$ cat src/design/wrc_pkg.sv
package wrc_pkg;
  // register offsets
  localparam logic [9:0] OFS_IRQ_MASK0 = 10'h100;
  localparam logic [9:0] OFS_TALLY_LO = 10'h102;
  localparam logic [9:0] OFS_TALLY_HI = 10'h103;
  localparam logic [9:0] OFS_ALARM_LO = 10'h104;
  localparam logic [9:0] OFS_ALARM_HI = 10'h105;
  localparam logic [9:0] OFS_WIN_LEN = 10'h106;
  localparam logic [9:0] OFS_TICK_DIV = 10'h107;
  localparam logic [9:0] OFS_SIG_THR = 10'h108;
  localparam logic [9:0] OFS_CARRIER_LO = 10'h109;
  localparam logic [9:0] OFS_CARRIER_MID = 10'h10a;
  localparam logic [9:0] OFS_CARRIER_HI = 10'h10b;
  localparam logic [9:0] OFS_BITRATE_LO = 10'h10c;
  localparam logic [9:0] OFS_BR_DEV_HI = 10'h10d;
  localparam logic [9:0] OFS_DEV_LO = 10'h10e;
  localparam logic [9:0] OFS_CORR_BW = 10'h10f;
  localparam logic [9:0] OFS_POSTFILT = 10'h110;
  localparam logic [9:0] OFS_SPARE = 10'h111;
  localparam logic [9:0] OFS_LOOP_PHASE = 10'h112;
  localparam logic [9:0] OFS_CTRL = 10'h120;
  localparam logic [9:0] OFS_IRQ_STAT = 10'h121;
  localparam logic [9:0] OFS_STATE = 10'h122;
  // field positions
  localparam int MASK_TALLY_BIT = 7;
  localparam int MASK_SIG_BIT = 6;
  localparam int MASK_TIMEOUT_BIT = 4;
  localparam int CTRL_TIMER_EN_BIT = 0;
  localparam int CTRL_SMART_EN_BIT = 1;
  localparam int CTRL_SIG_EN_BIT = 2;
  localparam int CTRL_LOOP_SEL_LSB = 4;
  localparam int DEV_HI_LSB = 4;
  localparam int PHASE_W = 2;
  localparam int LOOP_TUNE_LSB = 2;
  // reset values
  localparam logic [7:0] RST_BYTE = 8'h00;
  localparam logic [7:0] RST_TICK_DIV = 8'h33;
  localparam logic [7:0] RST_POSTFILT = 8'h01;
  // timing
  localparam int TICK_PRESCALE = 128;
  localparam int SIG_OFFSET_DBM = 107;
  localparam int SYS_CLK_KHZ = 200000;
  localparam int TIME_BASE_KHZ = 6500;

  typedef enum logic [1:0] {
    WRC_SLEEP,
    WRC_LISTEN,
    WRC_RX,
    WRC_OFF
  } wrc_state_t;

  typedef struct packed {
    logic [23:0] carrier_word;
    logic [11:0] bitrate;
    logic [11:0] tone_offset;
    logic [7:0] corr_bw;
    logic [1:0] corr_phase;
    logic [7:0] postfilt_bw;
    logic [5:0] rx_loop_tune;
  } wrc_radio_cfg_t;
endpackage

$ cat src/design/wrc_bank.sv
`timescale 1ns/100ps
module wrc_bank #(
  parameter int CLK_KHZ = wrc_pkg::SYS_CLK_KHZ
) (
  input wire logic clk_i,
  input wire logic rstn_i,
  input wire logic [9:0] addr_i,
  input wire logic [7:0] wdata_i,
  input wire logic wr_i,
  input wire logic rd_i,
  output logic [7:0] rdata_o,
  input wire logic wake_timeout_i,
  input wire logic preamble_i,
  input wire logic [7:0] signal_level_i,
  output logic radio_on_o,
  output logic rx_en_o,
  output logic radio_off_state_o,
  output logic irq_o,
  output wrc_pkg::wrc_radio_cfg_t radio_cfg_o,
  output logic [7:0] sig_thr_o
);
  //////////////////////////////////////////////////////////////////////////////
  // register storage; tick derivation and state
  // 200 MHz cycles per 6.5 MHz time-base cycle, rounded down
  localparam int BASE_DIV = CLK_KHZ / wrc_pkg::TIME_BASE_KHZ;
  localparam int PRE_CYC = wrc_pkg::TICK_PRESCALE * BASE_DIV;
  localparam int PRE_W = $clog2(PRE_CYC + 1);

  logic [7:0] bank_ff [wrc_pkg::OFS_ALARM_LO:wrc_pkg::OFS_LOOP_PHASE];
  logic [7:0] mask0_ff;
  logic [7:0] ctrl_ff;
  logic [7:0] stat_ff;
  logic [15:0] tally_ff;
  wrc_pkg::wrc_state_t state_ff;
  logic [PRE_W-1:0] pre_ff;
  logic [7:0] div_cnt_ff;
  logic [7:0] win_cnt_ff;
  logic [2:0] to_sync_ff;
  logic [1:0] pre_sync_ff;
  logic [7:0] lvl_s1_ff;
  logic [7:0] lvl_s2_ff;
  logic [15:0] alarm_level;
  logic tally_evt;
  logic sig_evt;
  logic to_evt;
  logic preamble_s;
  logic tick;
  logic base_tick;
  logic window_done;
  logic [7:0] nxt_stat;

  function automatic logic in_bank(input logic [9:0] a);
    in_bank = (a >= wrc_pkg::OFS_ALARM_LO) && (a <= wrc_pkg::OFS_LOOP_PHASE);
  endfunction

  function automatic logic hit(input logic [9:0] a, input logic [9:0] ofs);
    hit = (a == ofs);
  endfunction

  assign alarm_level = {bank_ff[wrc_pkg::OFS_ALARM_HI], bank_ff[wrc_pkg::OFS_ALARM_LO]};

  //////////////////////////////////////////////////////////////////////////////
  // input synchronisers: timeout is edge-detected after two flops
  always_ff @(posedge clk_i or negedge rstn_i) begin
    if (!rstn_i) begin
      to_sync_ff <= 3'h0;
    end else begin
      to_sync_ff <= {to_sync_ff[1:0], wake_timeout_i};
    end
  end

  always_ff @(posedge clk_i or negedge rstn_i) begin
    if (!rstn_i) begin
      pre_sync_ff <= 2'h0;
    end else begin
      pre_sync_ff <= {pre_sync_ff[0], preamble_i};
    end
  end

  // the level word may tear for a cycle while it moves; it only feeds a sticky compare
  always_ff @(posedge clk_i or negedge rstn_i) begin
    if (!rstn_i) begin
      lvl_s1_ff <= 8'h00;
      lvl_s2_ff <= 8'h00;
    end else begin
      lvl_s1_ff <= signal_level_i;
      lvl_s2_ff <= lvl_s1_ff;
    end
  end
  assign to_evt = to_sync_ff[1] & ~to_sync_ff[2];
  assign preamble_s = pre_sync_ff[1];

  //////////////////////////////////////////////////////////////////////////////
  // configuration bytes
  always_ff @(posedge clk_i or negedge rstn_i) begin
    if (!rstn_i) begin
      for (int i = wrc_pkg::OFS_ALARM_LO; i <= wrc_pkg::OFS_LOOP_PHASE; i++) begin
        bank_ff[i] <= wrc_pkg::RST_BYTE;
      end
      bank_ff[wrc_pkg::OFS_TICK_DIV] <= wrc_pkg::RST_TICK_DIV;
      bank_ff[wrc_pkg::OFS_POSTFILT] <= wrc_pkg::RST_POSTFILT;
    end else if (wr_i && in_bank(addr_i)) begin
      if (hit(addr_i, wrc_pkg::OFS_SPARE)) begin
        bank_ff[addr_i] <= wrc_pkg::RST_BYTE;
      end else if (hit(addr_i, wrc_pkg::OFS_POSTFILT) && wdata_i == 8'h00) begin
        bank_ff[addr_i] <= wrc_pkg::RST_POSTFILT;
      end else begin
        bank_ff[addr_i] <= wdata_i;
      end
    end
  end

  always_ff @(posedge clk_i or negedge rstn_i) begin
    if (!rstn_i) begin
      mask0_ff <= wrc_pkg::RST_BYTE;
      ctrl_ff <= wrc_pkg::RST_BYTE;
    end else if (wr_i) begin
      if (hit(addr_i, wrc_pkg::OFS_IRQ_MASK0)) begin
        mask0_ff <= wdata_i;
      end
      if (hit(addr_i, wrc_pkg::OFS_CTRL)) begin
        ctrl_ff <= wdata_i;
      end
    end
  end

  //////////////////////////////////////////////////////////////////////////////
  // wake tally; a software write wins over a same-cycle increment
  always_ff @(posedge clk_i or negedge rstn_i) begin
    if (!rstn_i) begin
      tally_ff <= 16'h0000;
    end else if (wr_i && hit(addr_i, wrc_pkg::OFS_TALLY_LO)) begin
      tally_ff <= {tally_ff[15:8], wdata_i};
    end else if (wr_i && hit(addr_i, wrc_pkg::OFS_TALLY_HI)) begin
      tally_ff <= {wdata_i, tally_ff[7:0]};
    end else if (to_evt && ctrl_ff[wrc_pkg::CTRL_TIMER_EN_BIT] && state_ff == wrc_pkg::WRC_SLEEP) begin
      tally_ff <= tally_ff + 16'h0001;
    end
  end

  // compare uses the updated count, one cycle after the increment
  logic to_seen_ff;
  always_ff @(posedge clk_i or negedge rstn_i) begin
    if (!rstn_i) begin
      to_seen_ff <= 1'b0;
    end else begin
      to_seen_ff <= to_evt && ctrl_ff[wrc_pkg::CTRL_TIMER_EN_BIT] && state_ff == wrc_pkg::WRC_SLEEP;
    end
  end
  assign tally_evt = to_seen_ff && (tally_ff > alarm_level);

  //////////////////////////////////////////////////////////////////////////////
  // listen timer: base tick every 128 time-base cycles, then divider ticks
  always_ff @(posedge clk_i or negedge rstn_i) begin
    if (!rstn_i) begin
      pre_ff <= '0;
    end else if (state_ff != wrc_pkg::WRC_LISTEN || base_tick) begin
      pre_ff <= '0;
    end else begin
      pre_ff <= pre_ff + PRE_W'(1);
    end
  end
  assign base_tick = (pre_ff == PRE_W'(PRE_CYC - 1));

  always_ff @(posedge clk_i or negedge rstn_i) begin
    if (!rstn_i) begin
      div_cnt_ff <= 8'h00;
    end else if (state_ff != wrc_pkg::WRC_LISTEN) begin
      div_cnt_ff <= 8'h00;
    end else if (base_tick) begin
      div_cnt_ff <= tick ? 8'h00 : div_cnt_ff + 8'h01;
    end
  end

  // tick only fires together with a base tick, so no separate qualifier is needed
  always_ff @(posedge clk_i or negedge rstn_i) begin
    if (!rstn_i) begin
      win_cnt_ff <= 8'h00;
    end else if (state_ff != wrc_pkg::WRC_LISTEN) begin
      win_cnt_ff <= 8'h00;
    end else if (tick) begin
      win_cnt_ff <= win_cnt_ff + 8'h01;
    end
  end
  assign tick = base_tick && (div_cnt_ff + 8'h01 >= bank_ff[wrc_pkg::OFS_TICK_DIV]);
  assign window_done = (win_cnt_ff >= bank_ff[wrc_pkg::OFS_WIN_LEN]);

  // signal level reading is offset by the same 107 dB as the threshold
  assign sig_evt = (state_ff == wrc_pkg::WRC_LISTEN) && ctrl_ff[wrc_pkg::CTRL_SIG_EN_BIT] &&
                   (lvl_s2_ff > bank_ff[wrc_pkg::OFS_SIG_THR]);

  //////////////////////////////////////////////////////////////////////////////
  // wake state machine
  always_ff @(posedge clk_i or negedge rstn_i) begin
    if (!rstn_i) begin
      state_ff <= wrc_pkg::WRC_SLEEP;
    end else begin
      unique case (state_ff)
        wrc_pkg::WRC_SLEEP: begin
          if (tally_evt) begin
            state_ff <= wrc_pkg::WRC_OFF;
          end else if (to_seen_ff && ctrl_ff[wrc_pkg::CTRL_SMART_EN_BIT]) begin
            state_ff <= wrc_pkg::WRC_LISTEN;
          end
        end
        wrc_pkg::WRC_LISTEN: begin
          if (preamble_s) begin
            state_ff <= wrc_pkg::WRC_RX;
          end else if (window_done) begin
            state_ff <= wrc_pkg::WRC_SLEEP;
          end
        end
        // reception hands back by software disabling smart listen
        wrc_pkg::WRC_RX: begin
          if (!ctrl_ff[wrc_pkg::CTRL_SMART_EN_BIT]) begin
            state_ff <= wrc_pkg::WRC_SLEEP;
          end
        end
        // radio-off holds until software clears the timer enable bit
        wrc_pkg::WRC_OFF: begin
          if (!ctrl_ff[wrc_pkg::CTRL_TIMER_EN_BIT]) begin
            state_ff <= wrc_pkg::WRC_SLEEP;
          end
        end
      endcase
    end
  end

  //////////////////////////////////////////////////////////////////////////////
  // sticky status, write one to clear, set wins
  always_comb begin
    nxt_stat = stat_ff;
    if (wr_i && hit(addr_i, wrc_pkg::OFS_IRQ_STAT)) begin
      nxt_stat = stat_ff & ~wdata_i;
    end
    if (tally_evt) begin
      nxt_stat[wrc_pkg::MASK_TALLY_BIT] = 1'b1;
    end
    if (sig_evt) begin
      nxt_stat[wrc_pkg::MASK_SIG_BIT] = 1'b1;
    end
    if (to_seen_ff) begin
      nxt_stat[wrc_pkg::MASK_TIMEOUT_BIT] = 1'b1;
    end
  end

  always_ff @(posedge clk_i or negedge rstn_i) begin
    if (!rstn_i) begin
      stat_ff <= 8'h00;
      irq_o <= 1'b0;
    end else begin
      stat_ff <= nxt_stat;
      irq_o <= |(nxt_stat & mask0_ff);
    end
  end

  //////////////////////////////////////////////////////////////////////////////
  // outputs and read path
  wrc_pkg::wrc_radio_cfg_t nxt_cfg;
  logic [7:0] nxt_rdata;

  function automatic logic radio_active(input wrc_pkg::wrc_state_t s);
    radio_active = (s == wrc_pkg::WRC_LISTEN) || (s == wrc_pkg::WRC_RX);
  endfunction

  // power and receive enable are separate flops so the receiver could later
  // be held back behind power-up without touching the other pin
  always_ff @(posedge clk_i or negedge rstn_i) begin
    if (!rstn_i) begin
      radio_on_o <= 1'b0;
    end else begin
      radio_on_o <= radio_active(state_ff);
    end
  end

  always_ff @(posedge clk_i or negedge rstn_i) begin
    if (!rstn_i) begin
      rx_en_o <= 1'b0;
    end else begin
      rx_en_o <= radio_active(state_ff);
    end
  end

  always_ff @(posedge clk_i or negedge rstn_i) begin
    if (!rstn_i) begin
      radio_off_state_o <= 1'b0;
    end else begin
      radio_off_state_o <= (state_ff == wrc_pkg::WRC_OFF);
    end
  end

  // settings are assembled from the bytes each cycle; no latching across bytes
  always_comb begin
    nxt_cfg = '0;
    nxt_cfg.carrier_word = {bank_ff[wrc_pkg::OFS_CARRIER_HI],
      bank_ff[wrc_pkg::OFS_CARRIER_MID], bank_ff[wrc_pkg::OFS_CARRIER_LO]};
    nxt_cfg.bitrate = {bank_ff[wrc_pkg::OFS_BR_DEV_HI][3:0],
      bank_ff[wrc_pkg::OFS_BITRATE_LO]};
    nxt_cfg.tone_offset = {bank_ff[wrc_pkg::OFS_BR_DEV_HI][7:wrc_pkg::DEV_HI_LSB],
      bank_ff[wrc_pkg::OFS_DEV_LO]};
    nxt_cfg.corr_bw = bank_ff[wrc_pkg::OFS_CORR_BW];
    nxt_cfg.corr_phase = bank_ff[wrc_pkg::OFS_LOOP_PHASE][wrc_pkg::PHASE_W-1:0];
    nxt_cfg.postfilt_bw = bank_ff[wrc_pkg::OFS_POSTFILT];
    // loop tune only reaches the synthesizer when a custom receive table is chosen
    if (ctrl_ff[wrc_pkg::CTRL_LOOP_SEL_LSB]) begin
      nxt_cfg.rx_loop_tune = bank_ff[wrc_pkg::OFS_LOOP_PHASE][7:wrc_pkg::LOOP_TUNE_LSB];
    end
  end

  always_ff @(posedge clk_i or negedge rstn_i) begin
    if (!rstn_i) begin
      radio_cfg_o <= '0;
    end else begin
      radio_cfg_o <= nxt_cfg;
    end
  end

  always_ff @(posedge clk_i or negedge rstn_i) begin
    if (!rstn_i) begin
      sig_thr_o <= 8'h00;
    end else begin
      sig_thr_o <= bank_ff[wrc_pkg::OFS_SIG_THR];
    end
  end

  // read data is zero outside the cycle after a read strobe
  always_comb begin
    nxt_rdata = 8'h00;
    if (rd_i) begin
      if (in_bank(addr_i)) begin
        nxt_rdata = bank_ff[addr_i];
      end else begin
        case (addr_i)
          wrc_pkg::OFS_IRQ_MASK0: begin
            nxt_rdata = mask0_ff;
          end
          wrc_pkg::OFS_TALLY_LO: begin
            nxt_rdata = tally_ff[7:0];
          end
          wrc_pkg::OFS_TALLY_HI: begin
            nxt_rdata = tally_ff[15:8];
          end
          wrc_pkg::OFS_CTRL: begin
            nxt_rdata = ctrl_ff;
          end
          wrc_pkg::OFS_IRQ_STAT: begin
            nxt_rdata = stat_ff;
          end
          wrc_pkg::OFS_STATE: begin
            nxt_rdata = {6'h00, state_ff};
          end
          default: begin
            nxt_rdata = 8'h00;
          end
        endcase
      end
    end
  end

  always_ff @(posedge clk_i or negedge rstn_i) begin
    if (!rstn_i) begin
      rdata_o <= 8'h00;
    end else begin
      rdata_o <= nxt_rdata;
    end
  end
endmodule

$ cat config.mk
export PLATFORM = sky130hd
export DESIGN_NAME = wrc_bank
export DESIGN_NICKNAME = d
export VERILOG_FILES = /design/src/design/wrc_pkg.sv /design/src/design/wrc_bank.sv
export SDC_FILE = /design/constraint.sdc
export NUM_CORES = 1
export LEC_CHECK = 0
export ABC_CLOCK_PERIOD_IN_PS = 2750
export BUFFER_PORTS_ARGS = -buffer_cell sky130_fd_sc_hd__buf_4
export CAP_MARGIN = 30
export CORE_UTILIZATION = 54
export CTS_CLUSTER_DIAMETER = 150
export CTS_CLUSTER_SIZE = 24
export DETAILED_ROUTE_END_ITERATION = 10
export MAX_ROUTING_LAYER = met4
export PLACE_DENSITY = 0.76
export SLEW_MARGIN = 10
export SYNTH_ARGS = -nofsm -noshare
export SYNTH_HDL_FRONTEND = slang
export SYNTH_SLANG_ARGS = --single-unit
$ cat constraint.sdc
create_clock -name clk_i -period 2.75 [get_ports clk_i]
set_clock_uncertainty 0.1 [all_clocks]
set_input_delay 0.4125 -clock clk_i [delete_from_list [all_inputs] [get_ports clk_i]]
set_output_delay 0.4125 -clock clk_i [all_outputs]
set_load 0.05 [all_outputs]
After elaboration in Yosys (flattened, before gate mapping)

Cells that the tools add are included.

Add/subtract/negate cells: 4
Magnitude comparators: 8
Eq/ne operators: 18
Multiplexer cells: 32
Bitwise logic cells: 12
Reductions and logical operators: 28

Operators with widths:

| kind                                                                | number |
|---|---|
| two-way mux 120 bit                                                 | 2 |
| AND 120 bit                                                         | 1 |
| bitwise mux 120 bit                                                 | 1 |
| NOT 120 bit                                                         | 1 |
| AND 105 bit                                                         | 1 |
| NOT 105 bit                                                         | 1 |
| two-way mux 8 bit                                                   | 12 |
| equality test 10 x 9 -> 1 bit, second input constant                | 8 |
| binary-select mux 8 bit (select 9 bit)                              | 1 |
| demux 8 bit (select 9 bit)                                          | 1 |
| case mux 8 bit (6 select lines)                                     | 1 |
| two-way mux 16 bit                                                  | 2 |
| adder 16 x 1 -> 16 bit, second input constant                       | 1 |
| adder 8 x 1 -> 8 bit, second input constant                         | 2 |
| AND 8 bit                                                           | 2 |
| greater-or-equal comparator 8 bit                                   | 2 |
| > comparator 16 bit                                                 | 1 |
| OR 15 bit                                                           | 1 |
| logical AND 1 bit                                                   | 14 |
| adder 12 x 1 -> 12 bit, second input constant                       | 1 |
| equality test 12 bit, second input constant                         | 1 |
| two-way mux 12 bit                                                  | 1 |
| two-way mux 2 bit                                                   | 6 |
| greater-or-equal comparator 11 x 10 -> 1 bit, second input constant | 1 |
| 24 further kinds                                                    | 37 |

Register bits: 303
Output and inout bits: 92
Word-level logic and storage cells: 143

Depth between registers and ports, before layout

Gate-level depths: netlist (run 1).

Depth in word-level cells: 9
Depth in mapped cells: 12
Gate-level depth less buffers: 10

Least setup slack after synthesis (run 1)

No wires, ideal clock.

Kind: reg-to-reg
Start: register div_cnt_ff[2]
End: register div_cnt_ff[2]
Arrival time: 2.755 ns
Required time: 2.572 ns
Slack: -0.183 ns
Cell stages (with the launch flop): 13
Buffers on the path: 2
Clock period less this slack: 2.933 ns
Cell sequence: dfrtp_1 -> nand3_1 -> or2_2 -> xnor2_1 -> ha_1 -> a21o_1 -> a21o_1 -> a21oi_1 -> o31a_1 -> clkbuf_1 -> clkbuf_1 -> o21ai_0 -> a21oi_1

Longest elaborated chain between the ends: 6

RTL lines:

| item                              | RTL line                         | text |
|---|---|---|
| start: declaration                | wrc_bank.sv:36                   | `logic [7:0] div_cnt_ff;` |
| start signal: assignment          | wrc_bank.sv:171                  | `div_cnt_ff <= tick ? 8'h00 : div_cnt_ff + 8'h01;` |
| adder 8 x 1 -> 8 bit *            | wrc_bank.sv:171, wrc_bank.sv:185 |  |
| greater-or-equal comparator 8 bit | wrc_bank.sv:185                  | `assign tick = base_tick && (div_cnt_ff + 8'h01 >= bank_ff[wrc_pkg::OFS_TICK_DIV]);` |
| logical AND 1 bit                 | wrc_bank.sv:185                  |  |
| two-way mux 8 bit *               | wrc_bank.sv:171                  |  |
| two-way mux 8 bit *               | wrc_bank.sv:170                  | `end else if (base_tick) begin` |
| two-way mux 8 bit *               | wrc_bank.sv:168                  | `end else if (state_ff != wrc_pkg::WRC_LISTEN) begin` |

Mark *: on every way between the ends. The rest lies on a longest branch, timed or not. The select of a mux whose other input is x is not followed.
A chain may end at the register's enable or synchronous reset.

Final worst setup path (run 1)

Start: register div_cnt_ff[0]
End: register win_cnt_ff[4]

Longest elaborated chain between the ends: 4

RTL lines:

| item                                | RTL line        | text |
|---|---|---|
| adder 8 x 1 -> 8 bit                | wrc_bank.sv:185 |  |
| greater-or-equal comparator 8 bit   | wrc_bank.sv:185 |  |
| logical AND 1 bit                   | wrc_bank.sv:185 |  |
| nonzero test 2 bit (no source line) | --              |  |
| end signal: assignment              | wrc_bank.sv:182 | `win_cnt_ff <= win_cnt_ff + 8'h01;` |
| end: declaration                    | wrc_bank.sv:37  | `logic [7:0] win_cnt_ff;` |

Every way passes these cells.

==> impl_metrics.csv, run 1 <==
group,metric,value,unit
run_status,status,"complete, no violations",
critical_path,cp_max_fo,24,
power,power,8.157,mW
critical_path,r2r_cells,10,
timing,whs,0.1364,ns
routing,routedWlPerCell,20.01,um
cts,cts_sinks,303,
timing,tns,0,ns
placed_design,place_area,0.01527,mm^2
timing,setup_slack,0.1542,ns
critical_path,reg2reg_slack,0.15,ns
global_routing,track_usage,0.2889,
critical_path,slowest_stage,"or4_1",
power,leakage,7.780,nW
critical_path,cpPeakStageDelay,0.49,ns
cts,clkSlewWorstSetupHoldPaths,0.10,ns
synth,synth-seq-cells,303,
timing,hold_violations,0,
timing,post-route-period-util,0.9439,
finish,stdcell_count,1715,
die,io_pins,124,
power,p_int,6.042,mW
finish,antenna_cells,0,
finish,layout_common_cells,"dfrtp_1, buf_4, nand2_1, o21ai_0",
routing,dr.pass1.iters,5,
placed_design,routabilityCongestion,0.9712,
placed_design,dp_hpwl,25.66,mm
synth,synth_area,0.01342,mm^2
timing,tightest_slew,0.9540,ns
power,clkPwrFrac,0.314,
min_path,hp-class,"in2reg",
die,num_rows,57,
die,dieWidth,159.6,um
synth,ys_warn_count,0,
placed_design,dpl.cell_count,1674,
synth,synth_edf_count,0,
die,core_area,0.02432,mm^2
power,power_density,513.2,mW/mm^2
finish,final_area,0.01589,mm^2
die,die_y,159.6,um
finish,layout-drive-gt1-share,0.2351,
cts,cts-root-buf,"clkbuf_16",
timing,max_slew_margin,0.3627,
cts,clk_path_buf_depth,3,
routing,avgViaCountPerCell,5.848,
synth,ys_seq_area_frac,0.5657,
cts,cts_buffers,16,
global_routing,grt_pass1_wl,55.27,mm
critical_path,critPathRequiredTime,3.07,ns
critical_path,cp.arrival,2.92,ns
die,initial_core_util,0.5516,
synth,synth.avg_cell_area,11.23,um^2
synth,syn_inst,1195,
timing,fmax,385.2,MHz
routing,antenna_left,0,
power,power_switching,2.115,mW
timing,setup_viol_count_final,0,
critical_path,rr_startpoint,"div_cnt_ff[0]",
finish,final_common_cell,"dfrtp_1",
power,pwr-share-comb,0.119,
die,die_area,0.02548,mm^2
critical_path,critical_path.startpoint,"div_cnt_ff[0]",
finish,nNetsFinal,1462,
power,switching_share,0.2592,
routing,via_count,10029,
synth,yosys_most_used_dff,"dfrtp_1",
timing,maxSlewViolCount,0,
placed_design,place.port_buffers,123,
critical_path,crit_path_end,"win_cnt_ff[4]",
timing,fin_crit,2.596,ns
routing,drt-total-wl,34.32,mm
critical_path,end_kind,"flip-flop",
power,p_seq_frac,0.567,
placed_design,dp_slack,-0.02419,ns
synth,ys_types,65,
global_routing,grt_pass1_vias,10002,
finish,fill_cells,1829,
synth,syn_nets,1276,
finish,area_growth,18.47,%
routing,drtIter0Drc,844,
critical_path,path_cells,"nand3_1 > or2_4 > nor2_2 > xor2_1 > ha_1 > nand4_1 > o31a_1 > buf_12 > or4_1 > a21oi_2",
timing,rsz0062_at_grt,"false",
synth,synthArstFlopShare,1.000,
flow_run,maxCapViolCount,0,
global_routing,grt_max_degree,74,
global_routing,overflow,0,
power,ir_drop,0.6502,mV
critical_path,crit_type,"reg2reg",
routing,drc,0,
cts,cts_tree,"built",
cts,htreeDepth,1,
global_routing,antenna_found_initial,0,
critical_path,startpoint_type,"flip-flop",
critical_path,r2r-end,"win_cnt_ff[4]",
finish,post-route-util,0.6535,
cts,clock_latency,0.51,ns
-- worst min-delay path by stage --
stage | from | to | slack (ns) | depth (start not counted)
global route | wdata_i[5] | stat_ff[5] | 0.12 | 2
global placement | to_sync_ff[0] | to_sync_ff[1] | 0.23 | 0
floorplan | rstn_i | alarm_level[0] | 0.02 | 0
finish | wdata_i[5] | stat_ff[5] | 0.14 | 2
detailed placement | lvl_s1_ff[0] | lvl_s2_ff[0] | 0.24 | 0
CTS | wdata_i[5] | stat_ff[5] | 0.11 | 2
-- Yosys cell counts (5+ instances only) --
cell	count	area share
mux4_2	24	0.040
nand2_1	150	0.042
inv_1	49	0.014
dfrtp_1	298	0.56
a21o_1	6	0.0034
xnor2_1	9	0.0059
clkbuf_1	43	0.012
mux2_2	51	0.043
and4_1	8	0.0052
ha_1	49	0.046
o21ai_0	108	0.040
and2_1	13	0.0061
o22ai_1	12	0.0056
a21boi_0	6	0.0034
nor2b_1	20	0.0093
mux2i_1	31	0.023
nand4_1	12	0.0056
nor3_1	13	0.0048
dfstp_2	5	0.0098
nor2_1	67	0.019
buf_2	11	0.0041
and3_1	10	0.0047
xor2_1	13	0.0085
or3_1	5	0.0023
a221oi_1	6	0.0039
o31ai_1	6	0.0034
nand3_1	27	0.010
a21oi_1	68	0.025
or4_1	7	0.0039
-- worst max-delay path, delay by kind of cell (launching register included) --
kind,cells,cell delay [ns]
fa+ha+maj,1,0.30
compound gates,2,0.42
buf+inv,1,0.16
flops,1,0.38
simple gates,5,1.08
xor+xnor,1,0.09
-- layer usage --
layer	part of all wire	routed length, um	global-route usage
met5	0	0	-
met2	0.47	16020	0.4440
met4	0.041	1395	0.1110
met3	0.084	2872	0.05039
met1	0.41	14030	0.3861
-- area by class of cell --
class	instances	area (um^2)	area share
Sequential cell	303	7589	0.4775
Clock inverter	1	11.26	0.0007086
Timing Repair Buffer	228	1822	0.1146
Inverter	50	187.7	0.01181
Tap cell	324	405.4	0.02551
Multi-Input combinational cell	782	5415	0.3407
Clock buffer	27	462.9	0.02913
-- cell families (layout without fill, tap and decap cells) --
family	Yosys count	count (layout)	share of synthesized area
and+or+nand+nor	359	359	0.1295
xor gates and xnor gates	22	22	0.01436
muxes	106	106	0.1062
buffers and inverters	110	306	0.03218
DFF	303	303	0.5657
adders and majority gates	49	49	0.04570
AOI/OAI and AO/OA	246	246	0.1063
-- state kept, by name, summed over array words and instances, names as in the netlist, 12 cells and up --
name and flops:
tally_ff 16, alarm_level 16, bank_ff 104, pre_ff 12
radio_cfg_o 72
-- power groups by stage --
stage | Sequential, mW | Clock [mW] | Combinational [mW]
2_1_floorplan | 4.77 | 0 | 0.453
3_3_place_gp | 4.71 | 0 | 0.912
3_5_place_dp | 4.71 | 0 | 0.928
4_1_cts | 4.63 | 2.62 | 0.957
5_1_grt | 4.64 | 2.76 | 1.05
6_report | 4.63 | 2.56 | 0.967
-- timing repair --
item                                    in CTS  in global routing
buffers inserted                             1                  1
pin swaps                                    0                  1
hold endpoints to repair                    72                  0
endpoints found under the setup margin       5                  7
hold buffers                                11                  0
resized for setup                            0                  5
(Power assumes the default switching activity.)
==> inputs of run 2 (changes only) <==
- CORE_ASPECT_RATIO: unset -> 1.5
- GPL_TIMING_DRIVEN: unset -> 0
==> run 2 against run 1 <==
  * Sequential share of layout area grew 1.0 points
  * Critical path depth grew 1
  * Routed wire length grew 4.0%
  * Combinational power shrank 3.8%
  * Fmax shrank 4.9%
  * Hold slack lost 0.019 ns
  * Cell area shrank 2.1%
  * Critical endpoint is now win_cnt_ff[2]
==> impl_metrics.csv, run 2 (same netlist as run 1, synthesis figures left out) <==
group,metric,value,unit
run_status,status,"complete, no violations",
timing,max_slew_margin,0.4135,
finish,post-route-util,0.6393,
die,num_rows,70,
die,core_area,0.02435,mm^2
die,dieWidth,130.7,um
routing,dr.pass1.iters,6,
critical_path,critical_path.startpoint,"div_cnt_ff[1]",
die,die_y,195.0,um
timing,hold_violations,0,
timing,tightest_slew,0.8730,ns
cts,clk_path_buf_depth,3,
die,io_pins,124,
cts,cts-root-buf,"clkbuf_16",
power,power,8.105,mW
timing,fmax,366.3,MHz
global_routing,overflow,0,
power,pwr-share-comb,0.115,
finish,final_area,0.01557,mm^2
finish,layout_common_cells,"dfrtp_1, nand2_1, buf_4, o21ai_0, nor2_1",
placed_design,place_area,0.01479,mm^2
cts,cts_sinks,303,
critical_path,crit_type,"reg2reg",
global_routing,grt_pass1_wl,55.75,mm
finish,area_growth,16.03,%
timing,setup_viol_count_final,0,
power,clkPwrFrac,0.313,
global_routing,antenna_found_initial,1,
die,initial_core_util,0.5510,
routing,drtIter0Drc,720,
finish,largest_register_ff_count,104,
critical_path,cp.arrival,3.06,ns
power,p_seq_frac,0.572,
min_path,min_from,"wdata_i[7]",
routing,antenna_left,0,
routing,via_count,9783,
global_routing,grt_pass1_vias,10086,
timing,maxSlewViolCount,0,
power,power_switching,2.110,mW
timing,rsz0062_at_grt,"true",
finish,final_common_cell,"dfrtp_1",
critical_path,critPathRequiredTime,3.08,ns
power,p_int,5.995,mW
cts,cts_buffers,16,
timing,fin_crit,2.730,ns
cts,clkSlewWorstSetupHoldPaths,0.10,ns
placed_design,dp_slack,-0.5505,ns
finish,fill_cells,1917,
flow_run,maxCapViolCount,0,
placed_design,dp_hpwl,26.62,mm
power,leakage,7.490,nW
cts,clock_latency,0.51,ns
global_routing,track_usage,0.3011,
timing,setup_slack,0.01992,ns
finish,layout-drive-gt1-share,0.2010,
power,switching_share,0.2604,
routing,drt-total-wl,35.69,mm
critical_path,end_kind,"flip-flop",
global_routing,grt_max_degree,89,
critical_path,startpoint_type,"flip-flop",
finish,nNetsFinal,1434,
die,die_area,0.02549,mm^2
finish,top_regs,"bank_ff (104), radio_cfg_o (72)",
placed_design,routabilityCongestion,0.9872,
power,power_density,520.7,mW/mm^2
placed_design,place.port_buffers,117,
timing,whs,0.1169,ns
critical_path,cp_max_fo,6,
routing,routedWlPerCell,21.20,um
routing,avgViaCountPerCell,5.813,
power,ir_drop,0.5608,mV
timing,post-route-period-util,0.9928,
min_path,hp-class,"in2reg",
cts,htreeDepth,1,
critical_path,rr_startpoint,"div_cnt_ff[1]",
cts,cts_tree,"built",
finish,largest_register,"bank_ff",
routing,drc,0,
[run 2: cell types whose count changed in the layout (fill, tap and decap cells not counted), moves of 3 or more]
cell,delta
a21oi_1,-3
a21oi_2,+3
buf_1,+4
buf_12,-6
buf_16,+3
buf_2,+10
buf_4,-86
clkbuf_1,+34
clkbuf_2,+3
nand3_1,-3
nand3_2,+3
or4_1,-4
or4_4,+4
[run 2: worst max-delay path: stages, from the launching register on]
cell,delay [ns]
dfrtp_1,0.44
nand3_2,0.14
or2_4,0.29
nor2_4,0.11
xor2_2,0.08
ha_1,0.30
nand4_1,0.09
o31a_1,0.30
buf_8,0.15
buf_6,0.11
or4_1,0.39
a21oi_1,0.15
[run 2: power by group through the flow]
stage | logic, mW | clock network [mW] | registers [mW]
after CTS | 0.922 | 2.58 | 4.63
after floorplan | 0.453 | 0 | 4.77
after global placement | 0.872 | 0 | 4.72
after detailed placement | 0.902 | 0 | 4.72
after global routing | 1.01 | 2.71 | 4.65
final | 0.930 | 2.54 | 4.63
[run 2: path summary, 6_finish.rpt]
check | end | slack, ns | depth (start not counted)
min reg2reg | to_sync_ff[1] | 0.25 | 0
min in group asynchronous | lvl_s2_ff[7] | 0.34 | 2
max in group asynchronous | bank_ff[66] | 0.68 | 5
min | tally_ff[7] | 0.12 | 3
max reg2reg | win_cnt_ff[2] | 0.02 | 11
max | win_cnt_ff[2] | 0.02 | 11
[run 2: final cells by class]
type                       instances  area, um^2  share of cell area
sequential                       303        7590              0.4876
multi-input combinational        782        5500              0.3533
timing repair buffer             140        1154             0.07411
clock buffer                      22       444.2             0.02853
tap                              324       405.4             0.02604
buffer                            60       271.5             0.01744
inverter                          50       187.7             0.01206
clock inverter                     1       11.26           0.0007234
antenna                            1       2.502           0.0001608
[run 2: stage by stage]
| stage | cells | setup TNS (ns) |
|---|---|---|
| final | 1683 | 0 |
| after global routing | 1683 | -1.118 |
| after CTS | 1676 | -0.006766 |
| after detailed placement | 1639 | -15.79 |
| after global placement | 1636 | -406.26 |
| after floorplan | 1195 | 0 |
[run 2: timing repair]
action	CTS	global route
hold buffers	11	0
setup buffers	3	6
pin swaps	1	11
gates resized for setup	10	28
endpoints found under the hold margin	76	0
endpoints found under the setup margin	17	28
[run 2: per-layer routing]
layer,up-vias,GRT usage,part of all wire
met1,4812,0.3288,0.36
met3,104,0.03288,0.050
met2,362,0.5238,0.52
li1,4505,-,-
met4,0,0.1711,0.065
met5,-,-,0
==> inputs of run 3 (changes only) <==
- PLACE_DENSITY: 0.76 -> unset
- PLACE_DENSITY_LB_ADDON: unset -> 0.1
==> run 3 against run 2 <==
  * Hold slack gained 0.017 ns
  * Fmax grew 1.7%
  * Routed wire length is essentially flat
  * Clock-buffer cell count grew 5
  * Critical path type unchanged
  * Setup slack gained 0.045 ns
  * Largest cell class unchanged
  * Cell area grew 0.56%
==> impl_metrics.csv, run 3 (same netlist as run 1, synthesis figures left out) <==
group,metric,value,unit
power,p_int,6.023,mW
placed_design,dp_slack,-0.6760,ns
die,core_area,0.02435,mm^2
power,power_density,522.5,mW/mm^2
global_routing,track_usage,0.2985,
finish,fill_cells,2002,
routing,drc,0,
finish,layout-drive-gt1-share,0.2035,
finish,top_regs,"bank_ff (104), radio_cfg_o (72)",
finish,largest_register_ff_count,104,
timing,fmax,372.5,MHz
die,num_rows,70,
global_routing,grt_pass1_vias,9816,
timing,tightest_slew,0.9451,ns
finish,largest_register,"bank_ff",
critical_path,path_cells,"nand3_2 > or2_4 > nor2_4 > xor2_2 > ha_1 > nand4_1 > o31a_1 > buf_6 > or4_1 > a21oi_1",
finish,stdcell_count,1690,
timing,rsz0062_at_grt,"true",
power,p_seq_frac,0.567,
cts,clk_path_buf_depth,3,
cts,cts-root-buf,"clkbuf_16",
cts,cts_buffers,16,
routing,drt-total-wl,35.68,mm
routing,drtIter0Drc,708,
cts,clock_latency,0.52,ns
die,die_area,0.02549,mm^2
timing,hold_violations,0,
routing,avgViaCountPerCell,5.776,
run_status,status,"complete, no violations",
routing,routedWlPerCell,21.11,um
timing,post-route-period-util,0.9762,
die,die_y,195.0,um
finish,nNetsFinal,1437,
critical_path,crit_type,"reg2reg",
placed_design,dp_hpwl,26.00,mm
finish,final_common_cell,"dfrtp_1",
critical_path,end_kind,"flip-flop",
min_path,hp-class,"in2reg",
power,switching_share,0.2636,
die,dieWidth,130.7,um
critical_path,startpoint_type,"flip-flop",
placed_design,dpl.cell_count,1639,
die,initial_core_util,0.5510,
critical_path,cpPeakStageDelay,0.46,ns
cts,cts_tree,"built",
routing,antenna_left,0,
cts,clkSlewWorstSetupHoldPaths,0.10,ns
placed_design,routabilityCongestion,0.9310,
timing,fin_crit,2.685,ns
critical_path,slowest_stage,"or4_1",
global_routing,grt_max_degree,100,
power,clkPwrFrac,0.320,
timing,max_slew_margin,0.3676,
routing,via_count,9761,
timing,setup_viol_count_final,0,
placed_design,place.port_buffers,117,
flow_run,maxCapViolCount,0,
power,leakage,7.517,nW
timing,whs,0.1337,ns
power,power_switching,2.156,mW
routing,dr.pass1.iters,5,
timing,setup_slack,0.06538,ns
finish,area_growth,16.69,%
critical_path,critPathRequiredTime,3.09,ns
timing,maxSlewViolCount,0,
power,pwr-share-comb,0.113,
finish,antenna_cells,0,
global_routing,grt_pass1_wl,55.24,mm
cts,cts_sinks,303,
finish,layout_common_cells,"dfrtp_1, nand2_1, buf_4, o21ai_0, nor2_1",
critical_path,cp_max_fo,5,
critical_path,cp.arrival,3.02,ns
global_routing,antenna_found_initial,0,
die,io_pins,124,
global_routing,overflow,0,
cts,htreeDepth,1,
power,ir_drop,0.6536,mV
[run 3: layer usage]
layer	vias up	wire length, um	track usage
li1	4513	-	-
met1	4902	13700	0.3490
met2	269	18870	0.5113
met3	77	1436	0.03589
met4	0	1668	0.1298
met5	-	0	-
[run 3: final cells by class]
type | instances | area (um^2) | share of cell area
Sequential cell | 303 | 7592 | 0.4850
Timing Repair Buffer | 143 | 1197 | 0.07649
Buffer | 60 | 276.5 | 0.01766
Tap cell | 324 | 405.4 | 0.02590
Multi-Input combinational cell | 782 | 5520 | 0.3526
Clock buffer | 27 | 462.9 | 0.02957
Clock inverter | 1 | 11.26 | 0.0007194
Inverter | 50 | 187.7 | 0.01199
[run 3: worst max-delay path: cells and delay by family, from the launching register on]
kind	cells	cell delay (ns)
compound gates	2	0.46
xor+xnor	1	0.09
fa+ha+maj	1	0.31
buf+inv	1	0.15
flops	1	0.44
simple gates	5	1.05
[run 3: final timing paths]
path                                from               to  slack [ns]  cells past startpoint
max in group asynchronous         rstn_i      tally_ff[2]        0.62                      5
hold / removal                wdata_i[7]      tally_ff[7]        0.13                      3
setup reg to reg           div_cnt_ff[1]    win_cnt_ff[5]        0.07                     10
hold reg to reg             lvl_s1_ff[3]     lvl_s2_ff[3]        0.25                      0
setup / recovery           div_cnt_ff[1]    win_cnt_ff[5]        0.07                     10
min in group asynchronous         rstn_i  radio_cfg_o[60]        0.32                      2
[run 3: through the flow]
| step | util | power, mW | setup TNS (ns) | cell area, um^2 |
|---|---|---|---|---|
| finish | 0.6429 | 8.179 | 0 | 15650 |
| global route | 0.6429 | 8.462 | -0.4653 | 15650 |
| CTS | 0.6347 | 8.214 | 0 | 15450 |
| detailed placement | 0.6075 | 5.629 | -15.82 | 14790 |
| global placement | 0.6038 | 5.597 | -433.14 | 14700 |
| floorplan | - | 5.222 | 0 | 13420 |
[run 3: power groups by stage]
stage	registers, mW	clock network [mW]	logic [mW]
after floorplan	4.77	0	0.453
after global placement	4.72	0	0.879
after detailed placement	4.72	0	0.907
after CTS	4.64	2.65	0.925
after global routing	4.65	2.80	1.01
final	4.64	2.62	0.926
[run 3: what timing repair did]
item,in CTS,in global routing
pin swaps,3,22
endpoints found under the setup margin,19,28
hold buffers,11,0
gates cloned,0,1
endpoints found under the hold margin,74,0
resized for setup,12,35
setup buffers,5,6
